===== src/uspm_pkg.sv =====
// Constants for the serial and modem pin block
package uspm_pkg;
  localparam int unsigned CLK_HZ = 40_000_000;
  localparam int unsigned BAUD_DEFAULT = 115_200;
  localparam int unsigned CLKS_PER_BIT_DEFAULT = CLK_HZ / BAUD_DEFAULT;
  localparam int unsigned ADDR_W = 5;
  localparam int unsigned DATA_W = 32;
  localparam int unsigned LEVEL_W = 7;
  // Byte addresses of the word registers
  localparam logic [4:0] OFS_TX_DATA = 5'h00;
  localparam logic [4:0] OFS_MODEM_CTRL = 5'h04;
  localparam logic [4:0] OFS_MODEM_STAT = 5'h08;
  localparam logic [4:0] OFS_INT_EN = 5'h0C;
  localparam logic [4:0] OFS_RX_TRIG = 5'h10;
  localparam logic [4:0] OFS_LINE_STAT = 5'h14;
  // Modem control bits
  localparam int unsigned MC_DTR = 0;
  localparam int unsigned MC_RTS = 1;
  localparam int unsigned MC_LOOP = 4;
  localparam int unsigned MC_AUTO_FLOW = 5;
  localparam int unsigned MC_IR = 6;
  localparam logic [7:0] MC_RESET = 8'h00;
  localparam logic [7:0] MC_MASK = 8'h73;
  // Modem status bits
  localparam int unsigned MS_DCTS = 0;
  localparam int unsigned MS_DDSR = 1;
  localparam int unsigned MS_CTS = 4;
  localparam int unsigned MS_DSR = 5;
  // Interrupt enable bit for modem status
  localparam int unsigned IE_MODEM = 3;
  localparam logic [6:0] RX_TRIG_RESET = 7'h08;
  // Line status bits
  localparam int unsigned LS_TX_BUSY = 0;
  localparam int unsigned LS_RX_LINE = 1;
  localparam int unsigned LS_TX_LINE = 2;
  localparam int unsigned BITS_PER_CHAR = 8;
  // Infrared pulse length as a divisor of the bit time
  localparam int unsigned IR_PULSE_DIV = 4;
endpackage


===== src/uspm_tx_if.sv =====
// Link between the register side and the character transmitter
`timescale 1ns/1ps
interface uspm_tx_if;
  logic start;
  logic [7:0] data;
  logic ir_mode;
  logic ready;
  logic line;
  modport ctl (output start, output data, output ir_mode,
               input ready, input line);
  modport tx (input start, input data, input ir_mode,
              output ready, output line);
endinterface


===== src/uspm_tx.sv =====
// Character serialiser with normal and infrared line coding
`timescale 1ns/1ps
module uspm_tx #(
  parameter int unsigned CLKS_PER_BIT = uspm_pkg::CLKS_PER_BIT_DEFAULT
) (
  input wire logic clk,
  input wire logic rst,
  uspm_tx_if.tx ifc
);
  initial
  begin
    if (CLKS_PER_BIT < uspm_pkg::IR_PULSE_DIV)
      $error("CLKS_PER_BIT too small");
  end

  typedef enum logic [3:0] {
    S_IDLE = 4'b0001,
    S_START = 4'b0010,
    S_DATA = 4'b0100,
    S_STOP = 4'b1000
  } uspm_txst_t;

  localparam int unsigned CW = $clog2(CLKS_PER_BIT + 1);
  localparam logic [CW-1:0] BIT_LAST = CW'(CLKS_PER_BIT - 1);
  localparam logic [CW-1:0] IR_LEN =
    CW'(CLKS_PER_BIT / uspm_pkg::IR_PULSE_DIV);

  uspm_txst_t state_q, state_d;
  logic [CW-1:0] cnt_q;
  logic [2:0] bitn_q;
  logic [7:0] shift_q;
  logic line_q;
  logic bit_end;
  logic cur_bit;
  logic line_d;

  assign bit_end = cnt_q == BIT_LAST;
  assign ifc.ready = state_q == S_IDLE;
  assign ifc.line = line_q;
  assign cur_bit = (state_q == S_DATA) ? shift_q[0] :
                   (state_q == S_START) ? 1'b0 : 1'b1;
  // Infrared: a zero bit is a short high pulse, the line otherwise low
  assign line_d = ifc.ir_mode ? (~cur_bit & (cnt_q < IR_LEN)) : cur_bit;

  always_comb
  begin
    state_d = state_q;
    case (state_q)
      S_IDLE: if (ifc.start) state_d = S_START;
      S_START: if (bit_end) state_d = S_DATA;
      S_DATA:
        if (bit_end && bitn_q == 3'(uspm_pkg::BITS_PER_CHAR - 1))
          state_d = S_STOP;
      S_STOP: if (bit_end) state_d = S_IDLE;
      default: state_d = S_IDLE;
    endcase
  end

  always_ff @(posedge clk or posedge rst)
  begin
    if (rst)
    begin
      state_q <= S_IDLE;
      cnt_q <= '0;
      bitn_q <= 3'h0;
      shift_q <= 8'h00;
      line_q <= 1'b1;
    end
    else
    begin
      state_q <= state_d;
      cnt_q <= (state_q == S_IDLE || bit_end) ? '0 : cnt_q + 1'b1;
      if (state_q == S_IDLE && ifc.start)
        shift_q <= ifc.data;
      else if (state_q == S_DATA && bit_end)
        shift_q <= {1'b0, shift_q[7:1]};
      if (state_q == S_DATA && bit_end)
        bitn_q <= bitn_q + 3'h1;
      line_q <= line_d; // RQ1 RQ2
    end
  end
endmodule // uspm_tx


===== src/uart_serial_modem_pins.sv =====
// Serial line and modem handshake pins of one channel, Avalon-MM slave
// Function
// [RQ1] Transmit line idles high in normal mode
// [RQ2] Infrared select makes transmit line idle low
// [RQ3] Reset always starts in normal signalling
// [RQ4] Partner idles receive line high normally
// [RQ5] Partner idles receive line low in infrared
// [RQ6] Control bit one drives request-to-send low
// [RQ7] Auto flow drives request-to-send from level
// [RQ8] Request-to-send high after reset and idle
// [RQ9] Loopback forces both handshake outputs high
// [RQ10] Control bit zero drives terminal-ready low
// [RQ11] Terminal-ready high after reset and idle
// [RQ12] Status bit four is inverted clear-to-send
// [RQ13] Status bit zero flags clear-to-send change
// [RQ14] Clear-to-send change raises enabled interrupt
// [RQ15] Clear-to-send gates transmitter under auto flow
// [RQ16] Status bit five is inverted set-ready
// [RQ17] Status bit one flags set-ready change
// [RQ18] Set-ready change raises enabled interrupt
// [RQ19] Reading status clears change flags
// [RQ20] Auto flow finishes character, starts none
//
// The Avalon-MM slave port and the address map are this design's own decisions.
`timescale 1ns/1ps
module uart_serial_modem_pins #(
  parameter int unsigned CLKS_PER_BIT = uspm_pkg::CLKS_PER_BIT_DEFAULT
) (
  input wire logic CLK_SYS,
  input wire logic RST,
  input wire logic [uspm_pkg::ADDR_W-1:0] AVS_ADDRESS,
  input wire logic AVS_READ,
  input wire logic AVS_WRITE,
  input wire logic [uspm_pkg::DATA_W-1:0] AVS_WRITEDATA,
  input wire logic [3:0] AVS_BYTEENABLE,
  output logic [uspm_pkg::DATA_W-1:0] AVS_READDATA,
  output logic AVS_WAITREQUEST,
  output logic SERIAL_TX_OUT,
  input wire logic SERIAL_RX_IN,
  output logic RTS_N,
  output logic DTR_N,
  input wire logic CTS_N,
  input wire logic DSR_N,
  input wire logic [uspm_pkg::LEVEL_W-1:0] RX_FIFO_LEVEL,
  output logic MODEM_IRQ
);
  initial
  begin
    if (CLKS_PER_BIT < uspm_pkg::IR_PULSE_DIV)
      $error("CLKS_PER_BIT too small");
    // Level compare and trigger register share one width
    if (uspm_pkg::LEVEL_W != $bits(uspm_pkg::RX_TRIG_RESET))
      $error("LEVEL_W does not match the trigger register");
    // Every register lives in the low byte of a word
    if (uspm_pkg::DATA_W < 8)
      $error("DATA_W too small");
    if (uspm_pkg::ADDR_W != $bits(uspm_pkg::OFS_TX_DATA))
      $error("ADDR_W does not match the register offsets");
  end

  // Pin synchronisers; first stages feed only the second stages
  // Reset to the inactive level, so release shows no false change
  logic cts_n_m_q, cts_n_s_q;
  logic dsr_n_m_q, dsr_n_s_q;
  logic rx_m_q, rx_s_q;

  always_ff @(posedge CLK_SYS or posedge RST)
  begin
    if (RST)
    begin
      cts_n_m_q <= 1'b1;
      cts_n_s_q <= 1'b1;
      dsr_n_m_q <= 1'b1;
      dsr_n_s_q <= 1'b1;
      rx_m_q <= 1'b1;
      rx_s_q <= 1'b1;
    end
    else
    begin
      cts_n_m_q <= CTS_N;
      cts_n_s_q <= cts_n_m_q;
      dsr_n_m_q <= DSR_N;
      dsr_n_s_q <= dsr_n_m_q;
      rx_m_q <= SERIAL_RX_IN;
      rx_s_q <= rx_m_q;
    end
  end

  // Bus handshake: one wait state on every access
  // Read data is caught in the wait cycle and stands at acceptance
  logic ack_q;
  logic req;
  logic accept;
  logic wr_acc;
  logic rd_acc;

  assign req = AVS_READ | AVS_WRITE;
  assign AVS_WAITREQUEST = req & ~ack_q;
  assign accept = req & ack_q;
  assign wr_acc = accept & AVS_WRITE & AVS_BYTEENABLE[0];
  assign rd_acc = accept & AVS_READ;

  function automatic logic hit(input logic [4:0] a, input logic [4:0] o);
    hit = a == o;
  endfunction

  wire sel_tx = hit(AVS_ADDRESS, uspm_pkg::OFS_TX_DATA);
  wire sel_mc = hit(AVS_ADDRESS, uspm_pkg::OFS_MODEM_CTRL);
  wire sel_ms = hit(AVS_ADDRESS, uspm_pkg::OFS_MODEM_STAT);
  wire sel_ie = hit(AVS_ADDRESS, uspm_pkg::OFS_INT_EN);
  wire sel_tg = hit(AVS_ADDRESS, uspm_pkg::OFS_RX_TRIG);
  wire sel_ls = hit(AVS_ADDRESS, uspm_pkg::OFS_LINE_STAT);
  wire wr_mc = wr_acc & sel_mc;
  wire wr_ie = wr_acc & sel_ie;
  wire wr_tg = wr_acc & sel_tg;

  // Software registers
  logic [7:0] modem_control_reg_q;
  logic [7:0] int_en_q;
  logic [6:0] rx_trig_q;
  logic [7:0] tx_hold_q;
  logic tx_pend_q;

  wire loop_on = modem_control_reg_q[uspm_pkg::MC_LOOP];
  wire auto_flow = modem_control_reg_q[uspm_pkg::MC_AUTO_FLOW];
  wire ir_on = modem_control_reg_q[uspm_pkg::MC_IR];

  // Modem inputs as seen by status; loopback feeds control bits back
  wire cts_act = loop_on ? modem_control_reg_q[uspm_pkg::MC_RTS]
                         : ~cts_n_s_q; // RQ12
  wire dsr_act = loop_on ? modem_control_reg_q[uspm_pkg::MC_DTR]
                         : ~dsr_n_s_q; // RQ16

  // Set wins over the read clear, so a change in the clearing cycle is kept
  function automatic logic flag_next(input logic chg, input logic flag,
                                     input logic clr);
    flag_next = chg | (flag & ~clr);
  endfunction

  logic cts_prev_q, dsr_prev_q;
  logic dcts_q, ddsr_q;
  wire cts_chg = cts_act ^ cts_prev_q;
  wire dsr_chg = dsr_act ^ dsr_prev_q;
  wire ms_clr = rd_acc & sel_ms;

  // Unused status bits read as zero
  wire [7:0] modem_status_reg = {2'b00, dsr_act, cts_act,
                                 2'b00, ddsr_q, dcts_q};

  // Transmitter link
  uspm_tx_if tx_ifc ();

  // Under auto flow a new character waits while clear-to-send is inactive
  wire tx_gate = ~auto_flow | cts_act; // RQ15 RQ20
  assign tx_ifc.start = tx_pend_q & tx_gate; // RQ20
  assign tx_ifc.data = tx_hold_q;
  assign tx_ifc.ir_mode = ir_on;

  uspm_tx #(
    .CLKS_PER_BIT(CLKS_PER_BIT)
  ) u_tx (
    .clk(CLK_SYS),
    .rst(RST),
    .ifc(tx_ifc)
  );

  wire tx_taken = tx_ifc.start & tx_ifc.ready;
  // Busy covers a held character as well as the frame on the line
  wire tx_busy = tx_pend_q | ~tx_ifc.ready;

  // Request-to-send active below the trigger level under auto flow
  wire below_trig = RX_FIFO_LEVEL < rx_trig_q;
  wire rts_on = modem_control_reg_q[uspm_pkg::MC_RTS]
                & (~auto_flow | below_trig); // RQ6 RQ7
  wire dtr_on = modem_control_reg_q[uspm_pkg::MC_DTR]; // RQ10
  wire rts_n_d = loop_on | ~rts_on; // RQ9
  wire dtr_n_d = loop_on | ~dtr_on; // RQ9
  wire idle_level = ~ir_on; // RQ1 RQ2
  // Loopback keeps the line at its idle level
  wire tx_pin_d = loop_on ? idle_level : tx_ifc.line;

  wire [7:0] line_stat = {5'h00, SERIAL_TX_OUT, rx_s_q, tx_busy};

  // Unmapped and write-only offsets read as zero
  logic [7:0] rd_sel;
  always_comb
  begin
    rd_sel = 8'h00;
    case (1'b1)
      sel_mc: rd_sel = modem_control_reg_q;
      sel_ms: rd_sel = modem_status_reg;
      sel_ie: rd_sel = int_en_q;
      sel_tg: rd_sel = {1'b0, rx_trig_q};
      sel_ls: rd_sel = line_stat;
      default: rd_sel = 8'h00;
    endcase
  end

  always_ff @(posedge CLK_SYS or posedge RST)
  begin
    if (RST)
    begin
      ack_q <= 1'b0;
      AVS_READDATA <= '0;
    end
    else
    begin
      ack_q <= req & ~ack_q;
      if (req & ~ack_q)
        AVS_READDATA <= {24'h000000, rd_sel};
    end
  end

  always_ff @(posedge CLK_SYS or posedge RST)
  begin
    if (RST)
      modem_control_reg_q <= uspm_pkg::MC_RESET; // RQ3
    else if (wr_mc)
      modem_control_reg_q <= AVS_WRITEDATA[7:0] & uspm_pkg::MC_MASK;
  end

  always_ff @(posedge CLK_SYS or posedge RST)
  begin
    if (RST)
      int_en_q <= 8'h00;
    else if (wr_ie)
      int_en_q <= AVS_WRITEDATA[7:0];
  end

  always_ff @(posedge CLK_SYS or posedge RST)
  begin
    if (RST)
      rx_trig_q <= uspm_pkg::RX_TRIG_RESET;
    else if (wr_tg)
      rx_trig_q <= AVS_WRITEDATA[6:0];
  end

  // Holding register; a write while one is pending is dropped
  always_ff @(posedge CLK_SYS or posedge RST)
  begin
    if (RST)
    begin
      tx_hold_q <= 8'h00;
      tx_pend_q <= 1'b0;
    end
    else if (wr_acc && sel_tx && !tx_pend_q)
    begin
      tx_hold_q <= AVS_WRITEDATA[7:0];
      tx_pend_q <= 1'b1;
    end
    else if (tx_taken)
      tx_pend_q <= 1'b0;
  end

  // Change flags: a change in the clearing cycle survives the read
  always_ff @(posedge CLK_SYS or posedge RST)
  begin
    if (RST)
    begin
      cts_prev_q <= 1'b0;
      dsr_prev_q <= 1'b0;
      dcts_q <= 1'b0;
      ddsr_q <= 1'b0;
    end
    else
    begin
      cts_prev_q <= cts_act;
      dsr_prev_q <= dsr_act;
      dcts_q <= flag_next(cts_chg, dcts_q, ms_clr); // RQ13 RQ19
      ddsr_q <= flag_next(dsr_chg, ddsr_q, ms_clr); // RQ17 RQ19
    end
  end

  always_ff @(posedge CLK_SYS or posedge RST)
  begin
    if (RST)
      RTS_N <= 1'b1; // RQ8
    else
      RTS_N <= rts_n_d;
  end

  always_ff @(posedge CLK_SYS or posedge RST)
  begin
    if (RST)
      DTR_N <= 1'b1; // RQ11
    else
      DTR_N <= dtr_n_d;
  end

  always_ff @(posedge CLK_SYS or posedge RST)
  begin
    if (RST)
      SERIAL_TX_OUT <= 1'b1; // RQ3
    else
      SERIAL_TX_OUT <= tx_pin_d;
  end

  always_ff @(posedge CLK_SYS or posedge RST)
  begin
    if (RST)
      MODEM_IRQ <= 1'b0;
    else
      MODEM_IRQ <= int_en_q[uspm_pkg::IE_MODEM]
                   & (dcts_q | ddsr_q); // RQ14 RQ18
  end
endmodule // uart_serial_modem_pins


===== config.mk =====
export PLATFORM = sky130hd
export DESIGN_NAME = uart_serial_modem_pins
export DESIGN_NICKNAME = d
export VERILOG_FILES = /design/src/uspm_pkg.sv /design/src/uspm_tx_if.sv /design/src/uspm_tx.sv /design/src/uart_serial_modem_pins.sv
export SDC_FILE = /design/constraint.sdc
export NUM_CORES = 1
export LEC_CHECK = 0
export BUFFER_PORTS_ARGS = -buffer_cell sky130_fd_sc_hd__buf_2
export CAP_MARGIN = 20
export CELL_PAD_IN_SITES_DETAIL_PLACEMENT = 0
export CELL_PAD_IN_SITES_GLOBAL_PLACEMENT = 1
export CORE_MARGIN = 4
export CORE_UTILIZATION = 43
export CTS_BUF_LIST = sky130_fd_sc_hd__clkbuf_8
export CTS_CLUSTER_SIZE = 14
export DETAILED_ROUTE_END_ITERATION = 8
export PLACE_DENSITY_LB_ADDON = 0.1
export SYNTH_ARGS = -nofsm -noshare
export SYNTH_HDL_FRONTEND = slang
export SYNTH_SLANG_ARGS = --single-unit

===== constraint.sdc =====
create_clock -name CLK_SYS -period 2.6 [get_ports CLK_SYS]
set_input_delay 0.52 -clock CLK_SYS [delete_from_list [all_inputs] [get_ports CLK_SYS]]
set_output_delay 0.52 -clock CLK_SYS [all_outputs]
set_load 0.02 [all_outputs]

== Word-level counts from Yosys, hierarchy flattened ==
Index checks and enable logic that the tools add are counted.

* Add/subtract/negate cells: 2
* $mul: 0
* Divide/modulo/power cells: 0
* Order comparisons: 2
* Eq/ne operators: 15
* Shift-type cells: 0
* Multiplexer cells: 21
* Bitwise logic cells: 37
* Reductions and logical operators: 11

{| class="wikitable"
|+ Operators with widths
! cell !! count
|-
| $mux 8 || 5
|-
| $and 1x1->1 || 16
|-
| $mux 4 || 4
|-
| $pmux 4 s4 || 1
|-
| $eq 5x4->1 const B || 2
|-
| $eq 5x5->1 const B || 2
|-
| $not 1->1 || 10
|-
| $add 9x1->9 const B || 1
|-
| $eq 9x9->1 const B || 1
|-
| $lt 9x7->1 const B || 1
|-
| $mux 9 || 1
|-
| $or 1x1->1 || 9
|-
| $mux 1 || 8
|-
| $lt 7x7->1 || 1
|-
| $mux 7 || 1
|-
| $ne 2x1->1 const B || 3
|-
| $eq 5x3->1 const B || 1
|-
| $logic_and 1x1->1 || 5
|-
| $logic_not 5->1 || 1
|-
| $eq 4x1->1 const B || 1
|-
| $eq 4x2->1 const B || 1
|-
| $eq 4x3->1 const B || 1
|-
| $eq 4x4->1 const B || 1
|-
| $reduce_and 4->1 || 1
|-
| 8 further kinds || 10
|}

* Flip-flop bits (word level): 77
* Bits in latches: 0
* Memory bits (writable): 0
* Memory bits (read-only): 0
* Output and inout port bits: 37
* Logic and storage cells: 114
* Memories: 0

== Depth between registers and ports, before layout ==
* Depth after elaboration: 8
* Depth in mapped cells: 7
* Mapped depth without buffers: 6

== By module ==
A second synthesis with hierarchy kept.

* Cell total of the unflattened synthesis: 346
* Area total of the unflattened synthesis: 3832.4 sq um

{| class="wikitable"
|+ By module, submodules not included
! module !! times used !! cells each !! area an instance (sq um) !! sequential area each (sq um)
|-
| uart_serial_modem_pins || 1 || 223 || 2560.0 || 1313.8
|-
| uspm_tx || 1 || 123 || 1272.5 || 628.1
|}

== Least setup slack after synthesis ==
No wires, ideal clock.

* Path kind: input port to flip-flop
* From: input port AVS_ADDRESS[3] in the netlist's numbering
* To: register rx_trig_q[0]
* Data arrival time: 1.825 ns
* Slack: 0.650 ns
* Stages: 6
* Buffers on the path: 2
* Path through: buf_2 > nor4b_2 > and2b_1 > nor2b_1 > buf_2 > mux2_2

* Word-level cells in the longest chain between the ends: 2

{| class="wikitable"
|+ Ends and longest elaborated chain
! element !! RTL line !! source
|-
| start, declared || uart_serial_modem_pins.sv:31 || <nowiki>input wire logic [uspm_pkg::ADDR_W-1:0] AVS_ADDRESS,</nowiki>
|-
| $eq 5x5->1 || uart_serial_modem_pins.sv:104 || <nowiki>hit = a == o;</nowiki>
|-
| $and 1x1->1 || uart_serial_modem_pins.sv:115 || <nowiki>wire wr_tg = wr_acc & sel_tg;</nowiki>
|-
| end signal, assigned || uart_serial_modem_pins.sv:233 || <nowiki>rx_trig_q <= uspm_pkg::RX_TRIG_RESET;</nowiki>
|-
| end signal, assigned || uart_serial_modem_pins.sv:235 || <nowiki>rx_trig_q <= AVS_WRITEDATA[6:0];</nowiki>
|-
| end, declared || uart_serial_modem_pins.sv:120 || <nowiki>logic [6:0] rx_trig_q;</nowiki>
|}

No other way between the ends.
A chain may end at the register's enable or synchronous reset.

== Final worst setup path ==
* From: register ack_q
* To: output port AVS_WAITREQUEST

* Word-level cells in the longest chain between the ends: 2

{| class="wikitable"
|+ Ends and longest elaborated chain
! element !! RTL line !! source
|-
| start, declared || uart_serial_modem_pins.sv:91 || <nowiki>logic ack_q;</nowiki>
|-
| start signal, assigned || uart_serial_modem_pins.sv:208 || <nowiki>ack_q <= req & ~ack_q;</nowiki>
|-
| $not 1->1 || uart_serial_modem_pins.sv:98 || <nowiki>assign AVS_WAITREQUEST = req & ~ack_q;</nowiki>
|-
| $and 1x1->1 || uart_serial_modem_pins.sv:98 ||
|-
| end, declared || uart_serial_modem_pins.sv:37 || <nowiki>output logic AVS_WAITREQUEST,</nowiki>
|}

No other way between the ends.

==> run summary <==
TIMING
--------------------------------------------------------------------------------------------------
RSZ-0062 raised after global routing ................................................        false
Rel. slew slack .....................................................................        54.7%
Number of failing hold endpoints at the final stage .................................            0
Final clock period utilization by the worst path ....................................        74.1%
Final setup slack of the worst path .................................................       674 ps
Setup_tns ...........................................................................         0 ps
Actual transition at the worst max-transition pin ...................................       679 ps
Highest Clock Rate ..................................................................      519 MHz
Max-slew violation count ............................................................            0
Final setup violation count .........................................................            0
Final critical path time including I/O delays and setup .............................      1930 ps
Largest clock skew in the final design ..............................................      10.2 ps

FLOORPLAN
--------------------------------------------------------------------------------------------------
Core box area .......................................................................     8340 um2
Area enclosed by the die boundary ...................................................    10300 um2
Die width ...........................................................................       101 um
# IOs ...............................................................................           92
Starting utilization of the core area ...............................................        44.9%
Number of standard-cell rows in the floorplan .......................................           33
Height of the die ...................................................................       101 um

YOSYS
--------------------------------------------------------------------------------------------------
Share of Yosys cell area claimed by the top area cell type ..........................        43.5%
Syn. warnings .......................................................................            0
Cell taking the most area after synthesis ........................................... sky130_fd_sc_hd__dfrtp_1
Number of cells produced by synthesis ...............................................          325
Number of storage elements in the synthesis netlist .................................           77
Mapped cell area ....................................................................     3740 um2
Top post-synthesis cells by count ................................................... 65 x sky130_fd_sc_hd__dfrtp_1, 30 x sky130_fd_sc_hd__mux2_2, 30 x sky130_fd_sc_hd__nor2_1
Post-synthesis area per instance ....................................................     11.5 um2
Share of flip-flops with an asynchronous set or reset after synthesis ...............         100%
Number of distinct library cell variants in the gate-level netlist after synthesis ..           55
Top cells by area in the synthesized netlist ........................................ sky130_fd_sc_hd__dfrtp_1 43%, sky130_fd_sc_hd__mux2_2 9.0%, sky130_fd_sc_hd__dfstp_2 8.4%
EDFF count, synth ...................................................................            0
Most repeated cell in the gate-level netlist after synthesis ........................ sky130_fd_sc_hd__dfrtp_1
Most used flip-flop cell after synthesis ............................................ sky130_fd_sc_hd__dfrtp_1
Post-synthesis sequential area ratio ................................................        51.9%

PLACEMENT
--------------------------------------------------------------------------------------------------
Count of input and output buffers ...................................................           40
Half-perimeter wire length of the detailed placement result .........................      5690 um
Cell Area, Placed ...................................................................     4020 um2
Worst setup slack after placement ...................................................       396 ps
Weighted congestion at the end of routability-driven global placement ...............        0.815

ROUTE
--------------------------------------------------------------------------------------------------
WL final ............................................................................      7820 um
Iter 0 DRT Violations ...............................................................           75
TritonRoute pass-1 iters ............................................................            4
Final antenna-violating net count ...................................................            0
Detail-routed net length per standard cell ..........................................      16.1 um
Routed via count ....................................................................         2444
Via density per instance ............................................................         5.04
Total DRC errors in the routed layout ...............................................            0

CELLS AND AREA
--------------------------------------------------------------------------------------------------
Share of post-route cells with drive strength above 1 ...............................        32.9%
Fill cells ..........................................................................          776
Number of inserted diodes ...........................................................            0
Layout Cell Area excl Fill ..........................................................     4220 um2
Net total in the final layout .......................................................          440
Synthesis-to-finish area growth .....................................................        12.7%

GRT
--------------------------------------------------------------------------------------------------
Vias in the first global route ......................................................         2462
Pin count of the biggest net entering global routing ................................           31
Total track usage ...................................................................        16.6%
Initial antenna violation count .....................................................            0
Wire length of the first global-routing pass ........................................     13000 um
Aggregate global routing overflow ...................................................            0

POWER
--------------------------------------------------------------------------------------------------
Total power consumption of the routed design ........................................      2.85 mW
Ratio of total power to cell area ...................................................   675 nW/um2
Peak supply drop ....................................................................     0.345 mV
Static power due to leakage .........................................................      1.95 nW

CLOCK TREE
--------------------------------------------------------------------------------------------------
Sink count of the clock tree ........................................................           77
Max Root-Sink Buffers ...............................................................            2
Worst-Skew Late Latency .............................................................       350 ps
CTS tree ............................................................................        built
Buffer count from post-CTS setup fixing .............................................            0
Root buffer selected by CTS ......................................................... sky130_fd_sc_hd__clkbuf_8
Resized cells post-CTS ..............................................................            0
Number of buffers inserted during clock tree synthesis ..............................            9
H-Tree Depth ........................................................................            3
Quantity of hold-fixing buffers added after cts .....................................            0
Clock transition time at the flip-flop clock pins of the worst setup and hold paths .        90 ps

SETUP PATH
--------------------------------------------------------------------------------------------------
Critical path buffers and inverters .................................................            2
Crit. End Element ................................................................... primary output
Slowest cell delay on critical path .................................................       410 ps
Crit path cell chain ................................................................ or2_2, clkinv_1, buf_2
Worst path required time ............................................................      2080 ps
Class of the most critical setup path ............................................... register to primary output
Critical-path maximum fanout ........................................................            9
R2r worst-path depth ................................................................            4
Worst flop-to-flop path startpoint .................................................. u_tx.state_q[3]$_DFFE_PP0P_
Reg2reg end ......................................................................... u_tx.bitn_q[1]$_DFFE_PP0P_
Reg2Reg Setup Slack .................................................................       690 ps
CP max-delay cell ................................................................... sky130_fd_sc_hd__dfrtp_1
Arrival @ worst endpoint ............................................................      1410 ps
Critical path's top delay family ....................................................   flip-flops
Startpoint class of the critical path ...............................................     register

HOLD PATH
--------------------------------------------------------------------------------------------------
Worst Hold Class .................................................................... input pin to async pin

JOB
--------------------------------------------------------------------------------------------------
Number of maximum-capacitance violations ............................................            0

STATUS
--------------------------------------------------------------------------------------------------
Outcome ............................................................................. complete, no violations

-- report_power, final --
| part | leakage [nW] | internal, mW | switching, mW |
|---|---|---|---|
| sequential | 0.983 | 1.35 | 0.0957 |
| combinational | 0.871 | 0.209 | 0.288 |
| clock | 0.100 | 0.468 | 0.435 |
-- worst register-to-register path, stage by stage, from the launching register on --
cell and delay [ps]:
sky130_fd_sc_hd__dfrtp_1 480, sky130_fd_sc_hd__or4b_4 580, sky130_fd_sc_hd__nor4_4 130, sky130_fd_sc_hd__buf_4 250, sky130_fd_sc_hd__mux2_2 350
-- layout make-up --
type / count / area [um2] / share of cell area [%]
flip-flops and latches: 77 / 1940 / 46.1
repair buffers: 50 / 300 / 7.12
well taps: 105 / 131 / 3.12
multi-input cells: 224 / 1590 / 37.8
inverters: 13 / 48.8 / 1.16
clock buffers: 10 / 138 / 3.27
clock inverters: 6 / 62.6 / 1.48
-- flip-flops by register name (all words and copies together) (netlist names), 3 cells and up --
signal / count
modem_control_reg_q: 5
tx_hold_q: 8
AVS_READDATA: 8
u_tx.cnt_q: 9
u_tx.shift_q: 8
rx_trig_q: 7
u_tx.bitn_q: 3
u_tx.state_q: 4
int_en_q: 8
-- metal layers --
layer  wire [um]  vias up  share of wire [%]  GRT usage, %
met5           0        -                  0             0
met4          53        0               0.68          4.60
met3         461        4                5.9          5.17
met2        3310       62                 42          23.8
met1        3990     1186                 51          24.4
li1            -     1192                  -             -
-- logic make-up after synthesis --
family / count (synthesis) / share of synthesized area (%)
and+or+nand+nor: 88 / 12.9
DFF: 77 / 51.9
AOI/OAI and AO/OA: 53 / 10.1
buffers and inverters: 47 / 7.83
muxes: 39 / 11.4
adders and majority gates: 10 / 3.34
xor gates and xnor gates: 10 / 2.34
other: 1 / 0.100
-- how the worst max path moves through the flow --
| stage | slack, ps | from | cells past startpoint | to |
|---|---|---|---|---|
| floorplan | 130 | RST | 1 | AVS_READDATA[0]$_DFFE_PP0P_ |
| finish | 670 | ack_q$_DFF_PP0_ | 3 | AVS_WAITREQUEST |
| detailed placement | 400 | AVS_ADDRESS[4] | 5 | modem_control_reg_q[5]$_DFFE_PP0P_ |
| CTS | 640 | ack_q$_DFF_PP0_ | 3 | AVS_WAITREQUEST |
| global route | 590 | u_tx.state_q[3]$_DFFE_PP0P_ | 5 | u_tx.shift_q[5]$_DFFE_PP0P_ |
| global placement | 410 | AVS_ADDRESS[4] | 5 | modem_control_reg_q[5]$_DFFE_PP0P_ |
-- placed cells by master, fill, tap and decap left out, drive strengths merged, types with 6 or more instances in the layout --
cell,Yosys,routed
xor2,6,6
ha,10,10
dfstp,12,12
o21ai,9,9
clkbuf,4,10
dfrtp,65,65
conb,1,24
nand2b,6,6
mux2i,9,9
nor2,31,31
buf,30,50
nand3,6,6
inv,12,14
a21oi,18,18
nand2,12,12
mux2,30,30
-- through the flow --
| step | hold WS (ps) | utilization [%] | std cells |
|---|---|---|---|
| 2_1_floorplan | 345 | - | 348 |
| 3_3_place_gp | 346 | 48.1 | 469 |
| 3_5_place_dp | 347 | 48.1 | 469 |
| 4_1_cts | 236 | 50.5 | 485 |
| 5_1_grt | 232 | 50.5 | 485 |
| 6_report | 261 | 50.5 | 485 |
(Power assumes the default switching activity.)
